===== src/common/sfi_pkg.sv =====
`default_nettype none
package sfi_pkg;
    // widths of the architectural words
    localparam int SFI_IP_W    = 64;
    localparam int SFI_FLAGS_W = 32;
    localparam int SFI_WIDE_W  = 64;

    // flag bit positions inside the flags word
    localparam int SFI_BIT_FIXED1  = 1;
    localparam int SFI_BIT_STEP    = 8;
    localparam int SFI_BIT_INTEN   = 9;
    localparam int SFI_BIT_IO_PRIVILEGE_LEVEL_LO = 12;
    localparam int SFI_BIT_IO_PRIVILEGE_LEVEL_HI = 13;
    localparam int SFI_BIT_NEST    = 14;
    localparam int SFI_BIT_RESUME  = 16;
    localparam int SFI_BIT_V86     = 17;
    localparam int SFI_BIT_ALIGN   = 18;
    localparam int SFI_BIT_VIMAGE  = 19;
    localparam int SFI_BIT_VPEND   = 20;
    localparam int SFI_BIT_PROBE   = 21;

    // reset value and write masks of the flags word
    localparam logic [31:0] SFI_FLAGS_RESET = 32'h0000_0002;
    localparam logic [31:0] SFI_FIXED_ONES  = 32'h0000_0002;
    localparam logic [31:0] SFI_POP_FLAGS_INSTR_MASK   = 32'h0024_4DD5;
    localparam logic [31:0] SFI_INTERRUPT_RETURN_INSTR_MASK   = 32'h0025_4DD5;
    localparam logic [31:0] SFI_IO_PRIVILEGE_LEVEL_MASK   = 32'h0000_3000;
    localparam logic [31:0] SFI_INTERRUPT_RETURN_INSTR_PRIV   = 32'h001A_3000;

    // pointer and privilege-level constants
    localparam logic [63:0] SFI_IP_RESET    = 64'h0000_0000_0000_FFF0;
    localparam logic [63:0] SFI_ADDR32_MASK = 64'h0000_0000_FFFF_FFFF;
    localparam logic [63:0] SFI_FETCH_STEP  = 64'h0000_0000_0000_0010;
    localparam logic [1:0]  SFI_CPL0        = 2'h0;
    localparam logic [1:0]  SFI_IO_PRIVILEGE_LEVEL_TOP    = 2'h3;

    // operations retired by the execution unit
    typedef enum logic [3:0] {
        SFI_OP_NONE, SFI_OP_SEQ, SFI_OP_JMP, SFI_OP_JCC, SFI_OP_CALL,
        SFI_OP_RET, SFI_OP_INTERRUPT_RETURN_INSTR, SFI_OP_INTR, SFI_OP_POP_FLAGS_INSTR, SFI_OP_CLI,
        SFI_OP_STI, SFI_OP_TASK
    } sfi_op_e;

    typedef struct packed {
        sfi_op_e     op;
        logic [3:0]  len;
        logic        jccTaken;
        logic        linkIn;
        logic [63:0] target;
        logic [63:0] stackVal;
        logic [31:0] flagsVal;
        logic [31:0] disp;
    } sfi_cmd_s;

    typedef struct packed {
        logic [1:0] current_privilege_level;
        logic       mode64;
        logic       alignMaskBit;
        logic       vmeEnable;
        logic       bpHit;
        logic       memValid;
        logic [2:0] memAddrLow;
        logic [1:0] memSize;
    } sfi_env_s;

    typedef struct packed {
        logic [31:0] flags;
        logic [63:0] ip;
        logic [63:0] fetch;
        logic [63:0] pushVal;
        logic        stepTrap;
        logic [1:0]  intrSync;
    } sfi_state_s;
endpackage : sfi_pkg
`default_nettype wire


===== src/rtl/sfi_flags_ip.sv =====
// Behaviour
// - step flag set traps after every retired instruction; clear means no trap.
// - interrupt-enable flag gates maskable interrupt requests.
// - I/O access allowed only while current privilege <= I/O privilege field.
// - I/O privilege field changes only by pop-flags or interrupt-return at level 0.
// - nested-task flag follows the link of the current task.
// - resume flag suppresses debug faults for the next instruction.
// - virtual-8086 flag selects virtual-8086 mode; clear returns to protected mode.
// - alignment checking only when both alignment flag and mask bit are set.
// - virtual interrupt image acts with pending flag only when extensions enabled.
// - virtual pending flag changed by software only, hardware only reads it.
// - probe flag freely writable to 0 and 1, showing identify support.
// - widened word is 64 bits, upper half reserved, lower half as 32-bit.
// - pointer holds next offset, steps in line, moved by transfers.
// - pointer not directly accessible, changed only by transfers and events; the code also steps it by len on every in-line op.
// - call pushes return pointer; return loads pointer from stack value.
// - prefetch address runs ahead and need not equal the pointer.
// - in 64-bit mode the pointer holds a full 64-bit offset.
// - relative address is displacement plus pointer of next instruction.
`default_nettype none
module sfi_flags_ip
    import sfi_pkg::*;
#(
    parameter logic [63:0] IP_RESET = SFI_IP_RESET
)(
    input  wire logic        clock,
    input  wire logic        rstn,
    input  wire logic        clkEn,
    input  wire sfi_cmd_s    cmd,
    input  wire sfi_env_s    env,
    input  wire logic        intrPin,
    input  wire logic        fetchAck,
    output logic      [63:0] flagsWord,
    output logic      [63:0] ipOut,
    output logic      [63:0] fetchAddr,
    output logic      [63:0] pushValue,
    output logic             stepTrap,
    output logic             intrAccept,
    output logic             ioAllowed,
    output logic             alignFault,
    output logic             debugFault,
    output logic             v86Mode,
    output logic             virtIntrPending,
    output logic      [63:0] ripRelAddr
);
    sfi_state_s  cur;
    sfi_state_s  nxt_cur;
    logic [1:0]  io_privilege_level;
    logic [63:0] seqIp;
    logic [63:0] ipMask;
    logic [31:0] wrMask;
    logic [31:0] loaded;
    logic        transfer;
    logic        vInterceptMode;
    logic [2:0]  sizeMask;

    // decoded views of the held flags, pointer mask, next pointer and transfer decode
    always_comb begin
        io_privilege_level           = cur.flags[SFI_BIT_IO_PRIVILEGE_LEVEL_HI:SFI_BIT_IO_PRIVILEGE_LEVEL_LO];
        ipMask         = env.mode64 ? '1 : SFI_ADDR32_MASK;
        seqIp          = (cur.ip + {60'h0, cmd.len}) & ipMask;
        vInterceptMode = cur.flags[SFI_BIT_V86] && env.vmeEnable && (io_privilege_level != SFI_IO_PRIVILEGE_LEVEL_TOP);
        transfer       = (cmd.op != SFI_OP_NONE) && (cmd.op != SFI_OP_SEQ)
                         && (cmd.op != SFI_OP_POP_FLAGS_INSTR) && (cmd.op != SFI_OP_CLI)
                         && (cmd.op != SFI_OP_STI);
    end

    // write mask for a flags load: which bits the popped image may change
    always_comb begin
        wrMask = 32'h0;
        if (cmd.op == SFI_OP_POP_FLAGS_INSTR) begin
            wrMask = SFI_POP_FLAGS_INSTR_MASK;
            if (env.current_privilege_level == SFI_CPL0) begin
                wrMask = wrMask | SFI_IO_PRIVILEGE_LEVEL_MASK;
            end
        end else if (cmd.op == SFI_OP_INTERRUPT_RETURN_INSTR) begin
            wrMask = SFI_INTERRUPT_RETURN_INSTR_MASK;
            if (env.current_privilege_level == SFI_CPL0) begin
                wrMask = wrMask | SFI_INTERRUPT_RETURN_INSTR_PRIV;
            end
        end
        // interrupt enable follows the popped image only when allowed to touch it
        if (((cmd.op == SFI_OP_POP_FLAGS_INSTR) || (cmd.op == SFI_OP_INTERRUPT_RETURN_INSTR)) && (env.current_privilege_level <= io_privilege_level)) begin
            wrMask[SFI_BIT_INTEN] = 1'b1;
        end
        // reserved bits never follow the image and the fixed one stays set
        loaded = (cur.flags & ~wrMask) | (cmd.flagsVal & wrMask) | SFI_FIXED_ONES;
    end

    // next-state logic of flags, pointer, prefetch and synchroniser
    always_comb begin
        nxt_cur          = cur;
        nxt_cur.intrSync = {cur.intrSync[0], intrPin};
        nxt_cur.stepTrap = 1'b0;
        // prefetch runs ahead on its own; only a transfer pulls it back
        if (fetchAck) begin
            nxt_cur.fetch = (cur.fetch + SFI_FETCH_STEP) & ipMask;
        end
        if (cmd.op != SFI_OP_NONE) begin
            // a retired instruction raises the trap when stepping was on at its start
            nxt_cur.stepTrap = cur.flags[SFI_BIT_STEP];
            // a completed instruction other than pop-flags and interrupt-return consumes the resume flag
            nxt_cur.flags[SFI_BIT_RESUME] = 1'b0;
            nxt_cur.ip = seqIp;
        end
        unique case (cmd.op)
            SFI_OP_NONE, SFI_OP_SEQ: begin
            end
            SFI_OP_JMP: begin
                nxt_cur.ip = cmd.target & ipMask;
            end
            SFI_OP_JCC: begin
                nxt_cur.ip = cmd.jccTaken ? (cmd.target & ipMask) : seqIp;
            end
            SFI_OP_CALL: begin
                nxt_cur.pushVal = seqIp;
                nxt_cur.ip      = cmd.target & ipMask;
            end
            SFI_OP_RET: begin
                nxt_cur.ip = cmd.stackVal & ipMask;
            end
            SFI_OP_INTERRUPT_RETURN_INSTR: begin
                nxt_cur.ip    = cmd.stackVal & ipMask;
                nxt_cur.flags = loaded;
            end
            SFI_OP_POP_FLAGS_INSTR: begin
                nxt_cur.flags = loaded;
            end
            SFI_OP_INTR: begin
                // the interrupted pointer is pushed, handler entry clears the controls
                nxt_cur.pushVal = cur.ip;
                nxt_cur.ip      = cmd.target & ipMask;
                nxt_cur.flags[SFI_BIT_STEP]   = 1'b0;
                nxt_cur.flags[SFI_BIT_INTEN]  = 1'b0;
                nxt_cur.flags[SFI_BIT_NEST]   = 1'b0;
                nxt_cur.flags[SFI_BIT_V86]    = 1'b0;
            end
            SFI_OP_CLI, SFI_OP_STI: begin
                // inside virtual-8086 with extensions and I/O privilege below 3 the image takes the change
                if (vInterceptMode) begin
                    nxt_cur.flags[SFI_BIT_VIMAGE] = (cmd.op == SFI_OP_STI);
                end else if (env.current_privilege_level <= io_privilege_level) begin
                    nxt_cur.flags[SFI_BIT_INTEN] = (cmd.op == SFI_OP_STI);
                end
            end
            SFI_OP_TASK: begin
                nxt_cur.ip = cmd.target & ipMask;
                nxt_cur.flags[SFI_BIT_NEST] = cmd.linkIn;
            end
            default: begin
            end
        endcase
        if (transfer) begin
            nxt_cur.fetch = nxt_cur.ip;
        end
    end

    // single state register; clock enable freezes everything
    always_ff @(posedge clock or negedge rstn) begin
        if (!rstn) begin
            cur.flags    <= SFI_FLAGS_RESET;
            cur.ip       <= IP_RESET;
            cur.fetch    <= IP_RESET;
            cur.pushVal  <= 64'h0;
            cur.stepTrap <= 1'b0;
            cur.intrSync <= 2'h0;
        end else if (clkEn) begin
            cur <= nxt_cur;
        end
    end

    // pointer-relative addressing uses the pointer of the next instruction
    sfi_ea_gen u_ea (
        .nextIp  (seqIp),
        .disp    (cmd.disp),
        .mode64  (env.mode64),
        .effAddr (ripRelAddr)
    );

    // misalignment mask by access size
    always_comb begin
        unique case (env.memSize)
            2'h0: sizeMask = 3'h0;
            2'h1: sizeMask = 3'h1;
            2'h2: sizeMask = 3'h3;
            2'h3: sizeMask = 3'h7;
        endcase
    end

    // outputs; upper half of the widened word reads as zero
    always_comb begin
        flagsWord       = {32'h0, cur.flags};
        ipOut           = cur.ip;
        fetchAddr       = cur.fetch;
        pushValue       = cur.pushVal;
        stepTrap        = cur.stepTrap;
        intrAccept      = cur.intrSync[1] && cur.flags[SFI_BIT_INTEN];
        ioAllowed       = (env.current_privilege_level <= io_privilege_level);
        alignFault      = env.memValid && cur.flags[SFI_BIT_ALIGN] && env.alignMaskBit
                          && ((env.memAddrLow & sizeMask) != 3'h0);
        debugFault      = env.bpHit && !cur.flags[SFI_BIT_RESUME];
        v86Mode         = cur.flags[SFI_BIT_V86];
        // the pending flag is only read here; the block writes it only on interrupt-return at level 0
        virtIntrPending = env.vmeEnable && cur.flags[SFI_BIT_VIMAGE]
                          && cur.flags[SFI_BIT_VPEND];
    end
endmodule : sfi_flags_ip
`default_nettype wire


===== src/rtl/sfi_ea_gen.sv =====
`default_nettype none
// pointer-relative address: next pointer plus sign-extended displacement
module sfi_ea_gen
    import sfi_pkg::*;
(
    input  wire logic [63:0] nextIp,
    input  wire logic [31:0] disp,
    input  wire logic        mode64,
    output logic      [63:0] effAddr
);
    logic [63:0] sum;

    // outside 64-bit mode the sum wraps inside the 32-bit space
    always_comb begin
        sum     = nextIp + {{32{disp[31]}}, disp};
        effAddr = mode64 ? sum : (sum & SFI_ADDR32_MASK);
    end
endmodule : sfi_ea_gen
`default_nettype wire


===== config.mk =====
export PLATFORM = sky130hd
export DESIGN_NAME = sfi_flags_ip
export DESIGN_NICKNAME = d
export VERILOG_FILES = /design/src/common/sfi_pkg.sv /design/src/rtl/sfi_flags_ip.sv /design/src/rtl/sfi_ea_gen.sv
export SDC_FILE = /design/constraint.sdc
export NUM_CORES = 1
export LEC_CHECK = 0
export BUFFER_PORTS_ARGS = -buffer_cell sky130_fd_sc_hd__buf_2
export CORE_AREA = 2 2 214 216
export CTS_BUF_LIST = sky130_fd_sc_hd__clkbuf_8
export CTS_CLUSTER_SIZE = 14
export DETAILED_ROUTE_END_ITERATION = 12
export DIE_AREA = 0 0 216 218
export GPL_TIMING_DRIVEN = 1
export PLACE_DENSITY = 0.71
export SETUP_SLACK_MARGIN = 0.5
export SYNTH_ARGS = -nofsm -noshare
export SYNTH_HDL_FRONTEND = slang
export SYNTH_SLANG_ARGS = --single-unit

===== constraint.sdc =====
create_clock -name clock -period 18.2 [get_ports clock]
set_input_delay 3.64 -clock clock [delete_from_list [all_inputs] [get_ports clock]]
set_output_delay 3.64 -clock clock [all_outputs]
set_load 0.1 [all_outputs]

==> results of run 1 <==
-- stage by stage --
| stage | area (sq um) | hold slack, ns | setup WS [ns] | utilization, % |
|---|---|---|---|---|
| floorplan | 19900 | 0.450 | 5.02 | - |
| global route | 21600 | 0.501 | 3.96 | 48.2 |
| CTS | 21600 | 0.479 | 4.39 | 48.1 |
| detailed placement | 20800 | 0.467 | 4.42 | 46.4 |
| finish | 21600 | 0.472 | 4.22 | 48.2 |
| global placement | 20800 | 0.460 | 4.55 | 46.4 |
-- synth_stat cells, types with 13 or more instances --
library cell | instances | share of area [%]
a211oi_1 | 16 | 0.61
a21o_1 | 39 | 1.5
a21oi_1 | 200 | 5.1
a221o_1 | 15 | 0.76
a221oi_1 | 50 | 2.2
a31oi_1 | 46 | 1.5
and3_1 | 37 | 1.2
buf_1 | 13 | 0.25
buf_2 | 22 | 0.56
buf_4 | 262 | 9.9
clkbuf_1 | 124 | 2.4
dfrtp_1 | 189 | 24
dfstp_2 | 24 | 3.2
ha_1 | 70 | 4.4
inv_1 | 52 | 0.99
mux2_2 | 34 | 1.9
nand2_1 | 316 | 6.0
nand2b_1 | 13 | 0.41
nand3_1 | 78 | 2.0
nand4_1 | 51 | 1.6
nor2_1 | 269 | 5.1
nor3_1 | 28 | 0.71
nor4_1 | 18 | 0.57
o211ai_1 | 25 | 0.95
o21a_1 | 23 | 0.87
o21ai_0 | 178 | 4.5
o21bai_1 | 23 | 0.87
o22a_1 | 16 | 0.71
o22ai_1 | 14 | 0.44
xnor2_1 | 87 | 3.9
xor2_1 | 54 | 2.4
-- power by group --
group,leakage (nW),internal (W),switching [W]
logic,6.91,0.000410,0.00189
registers,2.60,0.000594,0.000163
clock network,0.467,0.000246,0.000236
-- state kept, by name, summed over array words and instances (netlist names), named ones only --
| register | flops |
|---|---|
| ipOut | 64 |
| stepTrap | 1 |
| pushValue | 64 |
| fetchAddr | 64 |
| cur | 2 |
| flagsWord | 3 |
-- layer usage --
metal	GRT usage, %	share of wire [%]	routed length, microns	vias up
met3	6.00	8.8	6910	140
met1	45.0	44	34600	9934
met2	48.6	44	34300	1106
met4	12.1	3.5	2740	0
met5	0	0	0	-
li1	-	-	-	9352
-- worst max-delay path, cell delays in order --
cell and delay, ns:
buf_2 0.08, ha_1 0.19, fa_1 0.23, a21o_1 0.12, a21oi_1 0.07, buf_4 0.18
or4_1 0.80, nor2_1 0.42, nand2_1 0.15, xnor2_1 0.54, ha_1 0.35, nand4_1 0.20
nor4_1 0.56, nand4_1 0.29, o2111ai_1 0.25, o221ai_1 0.13, buf_4 0.18, a2111oi_0 0.65
o211ai_1 0.27, a2111oi_1 0.43, o21bai_1 0.16, buf_2 0.44
-- layout make-up --
cell class	instances	area [sq um]	share of cell area, %
tap	600	751	3.47
multi-input combinational	1942	11900	54.9
clock inverter	24	118	0.544
inverter	53	199	0.920
antenna	3	7.51	0.0347
clock buffer	49	674	3.12
timing repair buffer	513	2650	12.3
sequential	213	5360	24.8
-- how the worst max path moves through the flow --
stage / startpoint / end
2_1_floorplan: cmd[194] / ripRelAddr[62]
3_3_place_gp: cmd[194] / ripRelAddr[63]
3_5_place_dp: cmd[194] / ripRelAddr[63]
4_1_cts: cmd[194] / ripRelAddr[63]
5_1_grt: cmd[194] / ripRelAddr[63]
6_report: cmd[194] / ripRelAddr[63]
-- cell families after synthesis --
group	count (synthesis)	synth area share, %
AOI/OAI and AO/OA	760	25.0
adders and majority gates	73	4.68
other	2	0.0380
DFF	213	27.1
muxes	44	2.46
and+or+nand+nor	878	20.3
buffers and inverters	476	14.2
xor gates and xnor gates	141	6.25
==> results.md, run 1 <==
- Including well taps, the total number of placed cells is 3321.
- The first global-routing pass estimated about 120 mm of wire.
- Setup violations remaining at the end of the flow were counted as 0.
- The number of iterations in the first detailed-routing pass is 6.
- STA classifies the critical path endpoint as an output pin.
- Setup repair after global routing left no endpoint under its margin.
- The average vias per placed instance is 6.04.
- The type of element launching the critical path is an input pin.
- The first-iteration detailed-routing DRC count is about 2000.
- The layout has 4522 filler cells.
- The maximum fanout along the worst path is 11.
- The row count is 78.
- In this run, post-CTS hold repair placed 0 buffers.
- The die outline area is ~47000 sq um.
- A synthesized cell averages 7.64 sq um.
- The main flop type after synthesis is dfrtp_1.
- At the worst endpoint, the arrival time is approximately 10 ns.
- The highest achievable clock rate is between 70 and 80 MHz.
- The required time of the critical path is 14.56 ns.
- Adding up every negative setup slack in the final design gives 0 ns.
- The die outline height is 218 microns.
- The flow ran to the end, and the final reports show no timing, DRC or antenna violations.
- For the pin with the worst max-slew slack, the measured transition is 1.11 ns.
- Once detailed placement completed, the half-perimeter wirelength came to 60.2 mm.
- The cell area after synthesis is 19800 sq um.
- In the finished design, the share of the clock period the worst path needs comes to about 77%.
- The routed wire length is 78.5 mm.
- The synthesized design contains 213 register bits.
- The number of standard cells after synthesis is 2587.
- The kind of critical path is input pin to output pin.
- The number of hold-slack violations in the final timing report is 0.
- The startpoint of the lowest-slack register-to-register path is ipOut[9].
- In this run the count of I/O pins placed on the die edge is 546.
- The worst path in the final design needs a cycle of 13.98 ns, including I/O delays and setup.
- The core box area is 44900 sq um.
- Clock-pin slew was measured on the worst setup and hold paths at 0.05 ns.
- In this run the clock root is driven by a clkbuf_8.
- The share of flip-flops with an asynchronous set or reset is 100%.
- The worst-case clock buffer depth is 3.
- The number of pins with negative max-slew slack in the final report was 0.
- The routed length per instance is ~23 microns.
- The path with the worst hold slack has its endpoint at fetchAddr[2].
- The initial antenna violation count was 3.
- After global routing the overflow that remains totals 0.
- The register-to-register setup slack is around 14 ns.
- At the end of routability-driven placement, the weighted congestion stood at a little over 0.9.
- The post-layout net count is ~3100.
- Across all layers, the routed design uses a little over 20000 vias.
- Cells with a size suffix above 1 make up 24.1% of the layout.
- Overall power consumption after layout is estimated at 0.00354 W.
- The max-capacitance violation count is 0.
- TritonCTS built the clock tree.
- The worst hold path was traced through 2 stages.
- The overall die width is about 220 microns.
- The headroom to the max-slew limit is 25.1%.
- The number of buffers added by the clock tree synthesis step is 43.
- After detailed routing, the number of remaining DRC violations is 0.
- The top cell types in the final layout, fill and taps aside, are buf_2, nand2_1, nor2_1.
- The number of enable-type register cells in the synthesized netlist is 0.
- The hold path startpoint is fetchAddr[2].
- At the later pin of the worst-skew pair, clock insertion delay measures 0.63 ns.
- The total of buffers placed on input and output ports is 485.
- Power spread over the standard cell area amounts to about 160 nW/um^2.
- Counting cells, the worst reg-to-reg path comes to 9.
- The via count of the first global-routing pass came to 18800.
- Across the routed clock network, the largest skew measured is roughly 0.038 ns.
- The number of clock sinks is 213.
- The layout overhead on the synthesized area is 9.37%.
- The number of distinct library cells after synthesis is 87.
- For this design the static power due to leakage is 9.98 nW.
- The type of the tightest min-delay check is flop to flop.
- Once layout is complete, the cells apart from fillers number 3397.
- The global router's overall resource usage is 32.0%.
- IR analysis of the VDD net gives a maximum drop of 0.251 mV.
- Once the floorplan was initialized, standard cells occupied 44.0% of the core.
- The H-tree depth is 2.
- The count of synthesis-stage warnings from yosys is 0.
- Post-CTS repair changed the size of 0 cells.
- In this run the critical register-to-register path is captured at fetchAddr[33].
- Entering global routing, the biggest net connects 76 pins.
- After clock tree synthesis, the setup repair step added 0 buffers.
- The number of antenna-violating nets in the routed design is 0.
- After synthesis, flip-flops and latches occupy 27.1% of the total area.
- The most common library cell in the layout ignoring fill and taps is buf_2.
(Power assumes the default switching activity.)
==> inputs of run 2 (changes only) <==
--- a/config.mk
+++ b/config.mk
@@ -12,7 +12,7 @@
 export DETAILED_ROUTE_END_ITERATION = 12
 export DIE_AREA = 0 0 216 218
 export GPL_TIMING_DRIVEN = 1
-export PLACE_DENSITY = 0.71
+export PLACE_DENSITY = 0.74
 export SETUP_SLACK_MARGIN = 0.5
 export SYNTH_ARGS = -nofsm -noshare
 export SYNTH_HDL_FRONTEND = slang
==> constraint.sdc (replaced) <==
create_clock -name clock -period 11.92 [get_ports clock]
set_input_delay 2.384 -clock clock [delete_from_list [all_inputs] [get_ports clock]]
set_output_delay 2.384 -clock clock [all_outputs]
set_load 0.1 [all_outputs]
==> run 2 against run 1 <==
Effect of this change:
- combinational power rose by 53%
- critical path depth fell by 1
- clock power rose by 74%
- routed wire length fell by 0.57%
- non-clock buffer count rose by 6
- cell count rose by 0.29%
- design area rose by 0.88%
- die area did not move
- first-iteration DRC count rose by 11%
- register-to-register slack got worse by 6.2 ns
- via count fell by 0.46%
- worst setup slack got worse by 3.2 ns
- critical endpoint unchanged
- largest power group unchanged
==> results.md, run 2 (synthesis gave the netlist of run 1 again) <==
- The count of buffer and inverter cells on the critical path is 3 (-1).
- The die outline height was 218 microns (unchanged).
- The global placer's final weighted congestion is 0.963 (+3.5%).
- The internal power of the cells came to 0.00201 W (+61%).
- The core box area is 44900 sq um (unchanged).
- The highest-delay cell along the critical path is a2111oi_1.
- TritonCTS built the clock tree.
- Leaving out fill and tap cells, the most frequent cell in the layout is buf_2.
- The routed wire length came to 78.1 mm (-0.57%).
- The worst setup path is launched from an input pin.
- The number of buffers added by the clock tree synthesis step is 42 (-2.3%).
- The sequential power share is 20.9% (-0.5 points).
- The number of pins with negative max-slew slack in the final report is 0 (unchanged).
- The number of clock sinks is 213 (unchanged).
- The worst-case clock skew is 0.0182 ns (-0.0196 ns).
- The highest achievable clock rate is 91.4 MHz.
- The maximum VDD drop is 0.290 mV (+16%).
- The switching power summed over all nets is 0.00350 W (+53%).
- The global router's overall resource usage is 31.8% (-0.17 points).
- The overall die width is 216 microns (unchanged).
- The die outline area is 47100 sq um (unchanged).
- The relative contribution of combinational cells to total power is 63.8% (-1.2 points).
- The first-iteration detailed-routing DRC count is 2234 (+11%).
- The maximum fanout along the worst path came to 7 (-4).
- The final routed DRC violation total is 0 (unchanged).
- CTS placed an instance of clkbuf_8 at the clock tree root.
- The total global routing overflow came to 0 (unchanged).
- The required time of the critical path is 9.54 ns (-5.02 ns).
- The power density over the cells is 252 nW/um^2 (+54%).
- The actual slew at the worst max-slew pin is 1.06 ns (-0.0565 ns).
- The total number of vias is 20400 (-0.46%).
- The worst path in the final design needs a cycle of ~11 ns, including I/O delays and setup.
- The total of buffers placed on input and output ports came to 485 (unchanged).
- The wire length of the first global-routing pass is 115 mm (-0.95%).
- The average vias per placed instance is 6.00 (-0.75%).
- The hold path startpoint is pushValue[22].
- The worst endpoint data arrival time is 8.56 ns (-1.78 ns).
- Setup repair after global routing left no endpoint under its margin.
- The fraction of layout cells with a size suffix above 1 is 24.6% (+0.48 points).
- The worst-case clock buffer depth was 3 (unchanged).
- The pin count of the biggest net entering global routing is 109 (+43%).
- The initial core utilization is 44.0% (unchanged).
- The number of antenna-violating nets in the routed design is 0 (unchanged).
- The routed length per instance was 22.9 microns (-0.86%).
- The number of stages on the worst hold path is 2 (unchanged).
- The endpoint identified for the worst register-to-register timing path is fetchAddr[50].
- The headroom to the max-slew limit is 29.4% (+4.4 points).
- The largest stage delay on the critical path is 0.61 ns (-0.19 ns).
- The number of instances resized during post-cts repair is 0 (unchanged).
- The via count of the first global-routing pass came to 18600 (-1.2%).
- The post-layout net count is 3062 (+0.16%).
- In the finished design, the share of the clock period the worst path needs comes to 91.8%.
- For hold timing, the worst endpoint is pushValue[22].
- The startpoint of the lowest-slack register-to-register path is ipOut[10].
- The fraction of power spent switching nets is 63.5% (-1.2 points).
- The number of iterations in the first detailed-routing pass is 7 (+1).
- The type of destination of the critical path is an output pin.
- The worst setup path is of the input pin to output pin kind.
- Leaving out fill and tap cells, the most frequent cells in the layout are buf_2, nand2_1, nor2_1.
- The number of buffers inserted to repair setup after CTS is 0 (unchanged).
- The clock share of power was 15.3% (+1.7 points).
- The H-tree depth is 2 (unchanged).
- The total design power is 0.00551 W (+56%).
- The dominant delay contributor by cell family on the critical path is compound AO/OA/AOI/OAI gates.
- The max-capacitance violation count is 0 (unchanged).
- The row count is 78 (unchanged).
- The type of the tightest min-delay check is flop to flop.
- The post-DP HPWL is 60.1 mm (about the same).
- Traced cell by cell, the critical path runs through buf_2 -> ha_1 -> fa_1 -> a21o_1 -> a21oi_1 -> or4_1 -> nor2_2 -> and3_1 -> xor2_1 -> ha_1 -> nand4_1 -> nor4_1 -> nand4_1 -> o2111ai_1 -> o221ai_1 -> a2111oi_1 -> buf_4 -> o211ai_1 -> a2111oi_1 -> o21bai_1 -> buf_2.
- The worst reg2reg path depth was 10 (+1).
- The static leakage power is 10.1 nW (+0.88%).
- The later-pin clock latency in the skew report is 0.61 ns (-0.02 ns).
- The number of buffers inserted by hold repair at cts is 0 (unchanged).
- The initial antenna violation count is 3 (unchanged).
- The number of hold-slack violations in the final timing report came to 0 (unchanged).
- The number of top-level pins was 546 (unchanged).
- The clock transition at the registers of the reported paths was 0.06 ns (about the same).
- The run finished with clean final reports.
- The count of final setup violators is 0 (unchanged).
- The register-to-register setup slack came to 7.88 ns (-6.23 ns).
- The layout overhead on the synthesized area is 10.3%.
- The total negative slack came to 0 ns (unchanged).
run 2: cell types whose count changed in the layout (fill, tap and decap cells not counted):
cell       change
buf_4          +6
clkbuf_8       +5
inv_1          -4
bufinv_16      +3
inv_6          +2
inv_8          -2
a2111oi_0      -1
a2111oi_1      +1
clkinv_2       +1
diode_2        -1
nor2_1         -1
nor2_2         +1
run 2: power groups by stage:
stage          clock [W]  combinational, W  sequential [W]
2_1_floorplan          0           0.00317         0.00104
3_3_place_gp           0           0.00348         0.00114
3_5_place_dp           0           0.00349         0.00115
4_1_cts         0.000853           0.00350         0.00114
5_1_grt         0.000888           0.00365         0.00117
6_report        0.000840           0.00352         0.00115
run 2: final cells by class:
| class | count | area (sq um) |
|---|---|---|
| clock buffer | 54 | 743 |
| sequential | 213 | 5360 |
| tap | 600 | 751 |
| multi-input combinational | 1942 | 11900 |
| clock inverter | 24 | 193 |
| fill | 4530 | 23100 |
| inverter | 53 | 199 |
| timing repair buffer | 519 | 2700 |
| antenna | 2 | 5.00 |
run 2: how the worst max path moves through the flow:
stage | cells after the start | from | slack, ns | end
6_report | 21 | cmd[194] | 0.97 | ripRelAddr[63]
5_1_grt | 21 | cmd[194] | 0.60 | ripRelAddr[63]
4_1_cts | 21 | cmd[194] | 0.93 | ripRelAddr[63]
3_5_place_dp | 21 | cmd[194] | 0.96 | ripRelAddr[63]
3_3_place_gp | 21 | cmd[194] | 0.95 | ripRelAddr[63]
2_1_floorplan | 20 | cmd[194] | 1.25 | ripRelAddr[62]
run 2: tightest hold or removal path: cells and delay by family (launching register included):
kind / cells / cell delay [ns]
AO/OA/AOI/OAI: 1 / 0.06
AND/OR/NAND/NOR: 1 / 0.05
flip-flops: 1 / 0.34
run 2: stage by stage:
stage	setup slack, ns	hold WS, ns	area (sq um)	utilization (%)	cells
after detailed placement	0.962	0.466	20900	46.5	3327
after floorplan	1.25	0.450	19900	-	2631
after global routing	0.599	0.507	21800	48.6	3407
after CTS	0.934	0.479	21800	48.6	3405
final	0.973	0.477	21800	48.6	3407
after global placement	0.953	0.459	20900	46.5	3327
run 2: per-layer routing:
layer	wire length, microns	GRT usage, %	vias up
met4	2710	11.5	2
met5	9	0	-
met2	34000	48.0	1125
met1	33500	44.9	9784
li1	-	-	9379
met3	7810	6.53	147
==> inputs of run 3 (changes only) <==
--- a/config.mk
+++ b/config.mk
@@ -12,7 +12,8 @@
 export DETAILED_ROUTE_END_ITERATION = 12
 export DIE_AREA = 0 0 216 218
 export GPL_TIMING_DRIVEN = 1
-export PLACE_DENSITY = 0.74
+export PLACE_DENSITY = 0.71
+export REMOVE_ABC_BUFFERS = 1
 export SETUP_SLACK_MARGIN = 0.5
 export SYNTH_ARGS = -nofsm -noshare
 export SYNTH_HDL_FRONTEND = slang
==> constraint.sdc (replaced) <==
create_clock -name clock -period 13.5 [get_ports clock]
set_input_delay 2.7 -clock clock [delete_from_list [all_inputs] [get_ports clock]]
set_output_delay 2.7 -clock clock [all_outputs]
set_load 0.1 [all_outputs]
==> run 3 against run 2 <==
Effect of this change:
- register-to-register slack better by 1.5 ns
- clock skew is 0.0035 ns lower
- worst hold slack worse by 0.0054 ns
- design area is 0.51% lower
- worst setup slack better by 0.50 ns
- clock power is 17% lower
- die area stayed put
- first-iteration DRC count is 2.5% higher
- critical path depth stayed put
- flip-flop and latch count stayed put
- sequential power is 13% lower
- non-clock buffer count is 6 lower
- critical endpoint unchanged
- highest routed layer is now met4
==> results.md, run 3 (synthesis gave the netlist of run 1 again) <==
- The run finished with clean final reports.
- The fraction of layout cells with a size suffix above 1 was 24.1% (-0.45 points).
- The total global routing overflow is 0 (unchanged).
- The internal power of the cells is 0.00175 W (-13%).
- The global router's overall resource usage was 31.5% (-0.35 points).
- The worst setup path is of the input pin to output pin kind.
- The sequential power share is 20.9% (about the same).
- Derived from the worst setup path, the maximum achievable clock frequency is ~83 MHz.
- The actual slew at the worst max-slew pin is 1.01 ns (-0.0437 ns).
- STA classifies the critical path startpoint as an input pin.
- The clock period could shrink to 12.03 ns.
- The largest stage delay on the critical path is 0.62 ns (about the same).
- The initial antenna violation count was 1 (-2).
- STA classifies the critical path endpoint as an output pin.
- The worst endpoint data arrival time is 9.33 ns (+0.77 ns).
- The number of buffers inserted by hold repair at cts was 0 (unchanged).
- The core box area is 44900 sq um (unchanged).
- The switching power summed over all nets was 0.00306 W (-12%).
- The number of buffers added by the clock tree synthesis step is 39 (-7.1%).
- The initial core utilization is 44.0% (unchanged).
- The final routed DRC violation total is 0 (unchanged).
- The first-iteration detailed-routing DRC count came to 2289 (+2.5%).
- The number of antenna-violating nets in the routed design was 0 (unchanged).
- The worst-case clock skew is 0.0147 ns (-0.00350 ns).
- The overall die width is 216 microns (unchanged).
- The wire length of the first global-routing pass was 114 mm (-0.43%).
- The number of buffers inserted to repair setup after CTS is 0 (unchanged).
- The average vias per placed instance is 6.01 (+0.12%).
- The total number of vias is 20400 (-0.32%).
- The headroom to the max-slew limit is 32.4% (+3.0 points).
- The die outline area came to 47100 sq um (unchanged).
- The number of hold-slack violations in the final timing report is 0 (unchanged).
- The H-tree depth is 2 (unchanged).
- The routed wire length was 77.2 mm (-1.1%).
- The relative contribution of combinational cells to total power is 64.6% (+0.8 points).
- The post-DP HPWL is 58.1 mm (-3.3%).
- Leaving out fill and tap cells, the most frequent cells in the layout are buf_2, nand2_1, nor2_1.
- The worst-case clock buffer depth is 3 (unchanged).
- The number of instances resized during post-cts repair came to 0 (unchanged).
- Traced cell by cell, the critical path runs through buf_2 -> ha_1 -> fa_1 -> a21o_1 -> a21oi_1 -> or4_1 -> nor2_1 -> and3_1 -> xor2_1 -> ha_1 -> nand4_1 -> nor4_1 -> nand4_1 -> o2111ai_1 -> o221ai_1 -> buf_4 -> a2111oi_0 -> o211ai_1 -> a2111oi_1 -> o21bai_1 -> buf_2.
- The count of filler cells inserted in the layout is 4514 (-0.35%).
- The row count is 78 (unchanged).
- The number of clock sinks is 213 (unchanged).
- The pre-CTS worst setup slack is 1.59 ns (+0.629 ns).
- Setup repair after global routing left no endpoint under its margin.
- The power density over the cells is 222 nW/um^2 (-12%).
- The count of buffer and inverter cells on the critical path is 3 (unchanged).
- The number of top-level pins came to 546 (unchanged).
- The count of final setup violators is 0 (unchanged).
- The required time of the critical path was 10.80 ns (+1.26 ns).
- The post-layout net count is 3053 (-0.29%).
- The static leakage power was 10.0 nW (-0.62%).
- The later-pin clock latency in the skew report came to 0.57 ns (-0.04 ns).
- The total negative slack came to 0 ns (unchanged).
- The non-filler instance count after layout is 3392 (-0.44%).
- The slack of the critical path is 1.47 ns (+0.499 ns).
- The maximum VDD drop is 0.344 mV (+19%).
- The max-capacitance violation count is 0 (unchanged).
- The total of buffers placed on input and output ports is 485 (unchanged).
- The clock share of power is 14.5% (-0.8 points).
- The fraction of power spent switching nets came to 63.6% (+0.14 points).
- The number of placed cells counting well taps was 3321 (-0.18%).
- The die outline height is 218 microns (unchanged).
- The dominant delay contributor by cell family on the critical path is compound AO/OA/AOI/OAI gates.
- The global placer's final weighted congestion came to 0.941 (-2.2%).
- The minimum hold slack is 0.472 ns (-0.00538 ns).
- The type of the tightest min-delay check is flop to flop.
- The number of iterations in the first detailed-routing pass is 6 (-1).
- The highest-delay cell along the critical path is a2111oi_0.
- The total design power is 0.00481 W (-13%).
- Compared with the post-synthesis result, the final layout area differs by 9.77%.
- The pin count of the biggest net entering global routing is 112 (+2.8%).
- The tree is rooted in a clkbuf_8.
- The number of pins with negative max-slew slack in the final report is 0 (unchanged).
- The via count of the first global-routing pass is 18400 (-1.0%).
- The clock transition at the registers of the reported paths was 0.06 ns (about the same).
- TritonCTS built the clock tree.
- The worst path uses about nine tenths of the clock period.
- The routed length per instance was 22.8 microns (-0.66%).
- The library cell used most frequently in the layout, excluding fill and tap cells, is buf_2.
- The maximum fanout along the worst path is 11 (+4).
==> run 3: area by class of cell <==
class                   count  area, sq um  share of cell area, %
diodes                      1         2.50                 0.0115
well taps                 600          751                   3.46
flip-flops and latches    213         5360                   24.7
repair buffers            513         2650                   12.2
inverters                  53          199                  0.917
clock buffers              55          757                   3.49
multi-input cells        1942        11900                   54.7
clock inverters            15          111                  0.513
==> run 3: worst paths after layout <==
path | from | to | slack, ns | cells after the start
max reg2reg | ipOut[0] | fetchAddr[50] | 9.41 | 11
min reg2reg | pushValue[20] | pushValue[20] | 0.47 | 2
min in group asynchronous | rstn | pushValue[10] | 2.23 | 1
min | pushValue[20] | pushValue[20] | 0.47 | 2
max | cmd[194] | ripRelAddr[63] | 1.47 | 21
max in group asynchronous | rstn | ipOut[16] | 9.93 | 2
==> run 3: routing by layer <==
layer,GRT usage [%],part of all wire [%]
met5,0,0
met4,11.9,4.0
met3,6.03,8.9
met2,48.1,44
met1,43.9,43
==> run 3: power by group through the flow <==
stage / Combinational, W / Sequential (W) / Clock, W
floorplan: 0.00141 / 0.00204 / 0
global placement: 0.00307 / 0.000995 / 0
detailed placement: 0.00309 / 0.00100 / 0
CTS: 0.00309 / 0.000995 / 0.000707
global route: 0.00322 / 0.00103 / 0.000734
finish: 0.00311 / 0.00100 / 0.000698
==> run 3: worst reg2reg max path: cells and delay by family (launching register included) <==
family / cells / cell delay [ns]
flops: 1 / 0.42
simple gates: 3 / 1.76
fa+ha+maj: 2 / 0.44
compound gates: 6 / 1.35
==> run 3: through the flow <==
stage,util [%],cell area (sq um)
detailed placement,46.4,20800
global placement,46.4,20800
CTS,48.3,21700
finish,48.3,21700
floorplan,-,17300
global route,48.3,21700
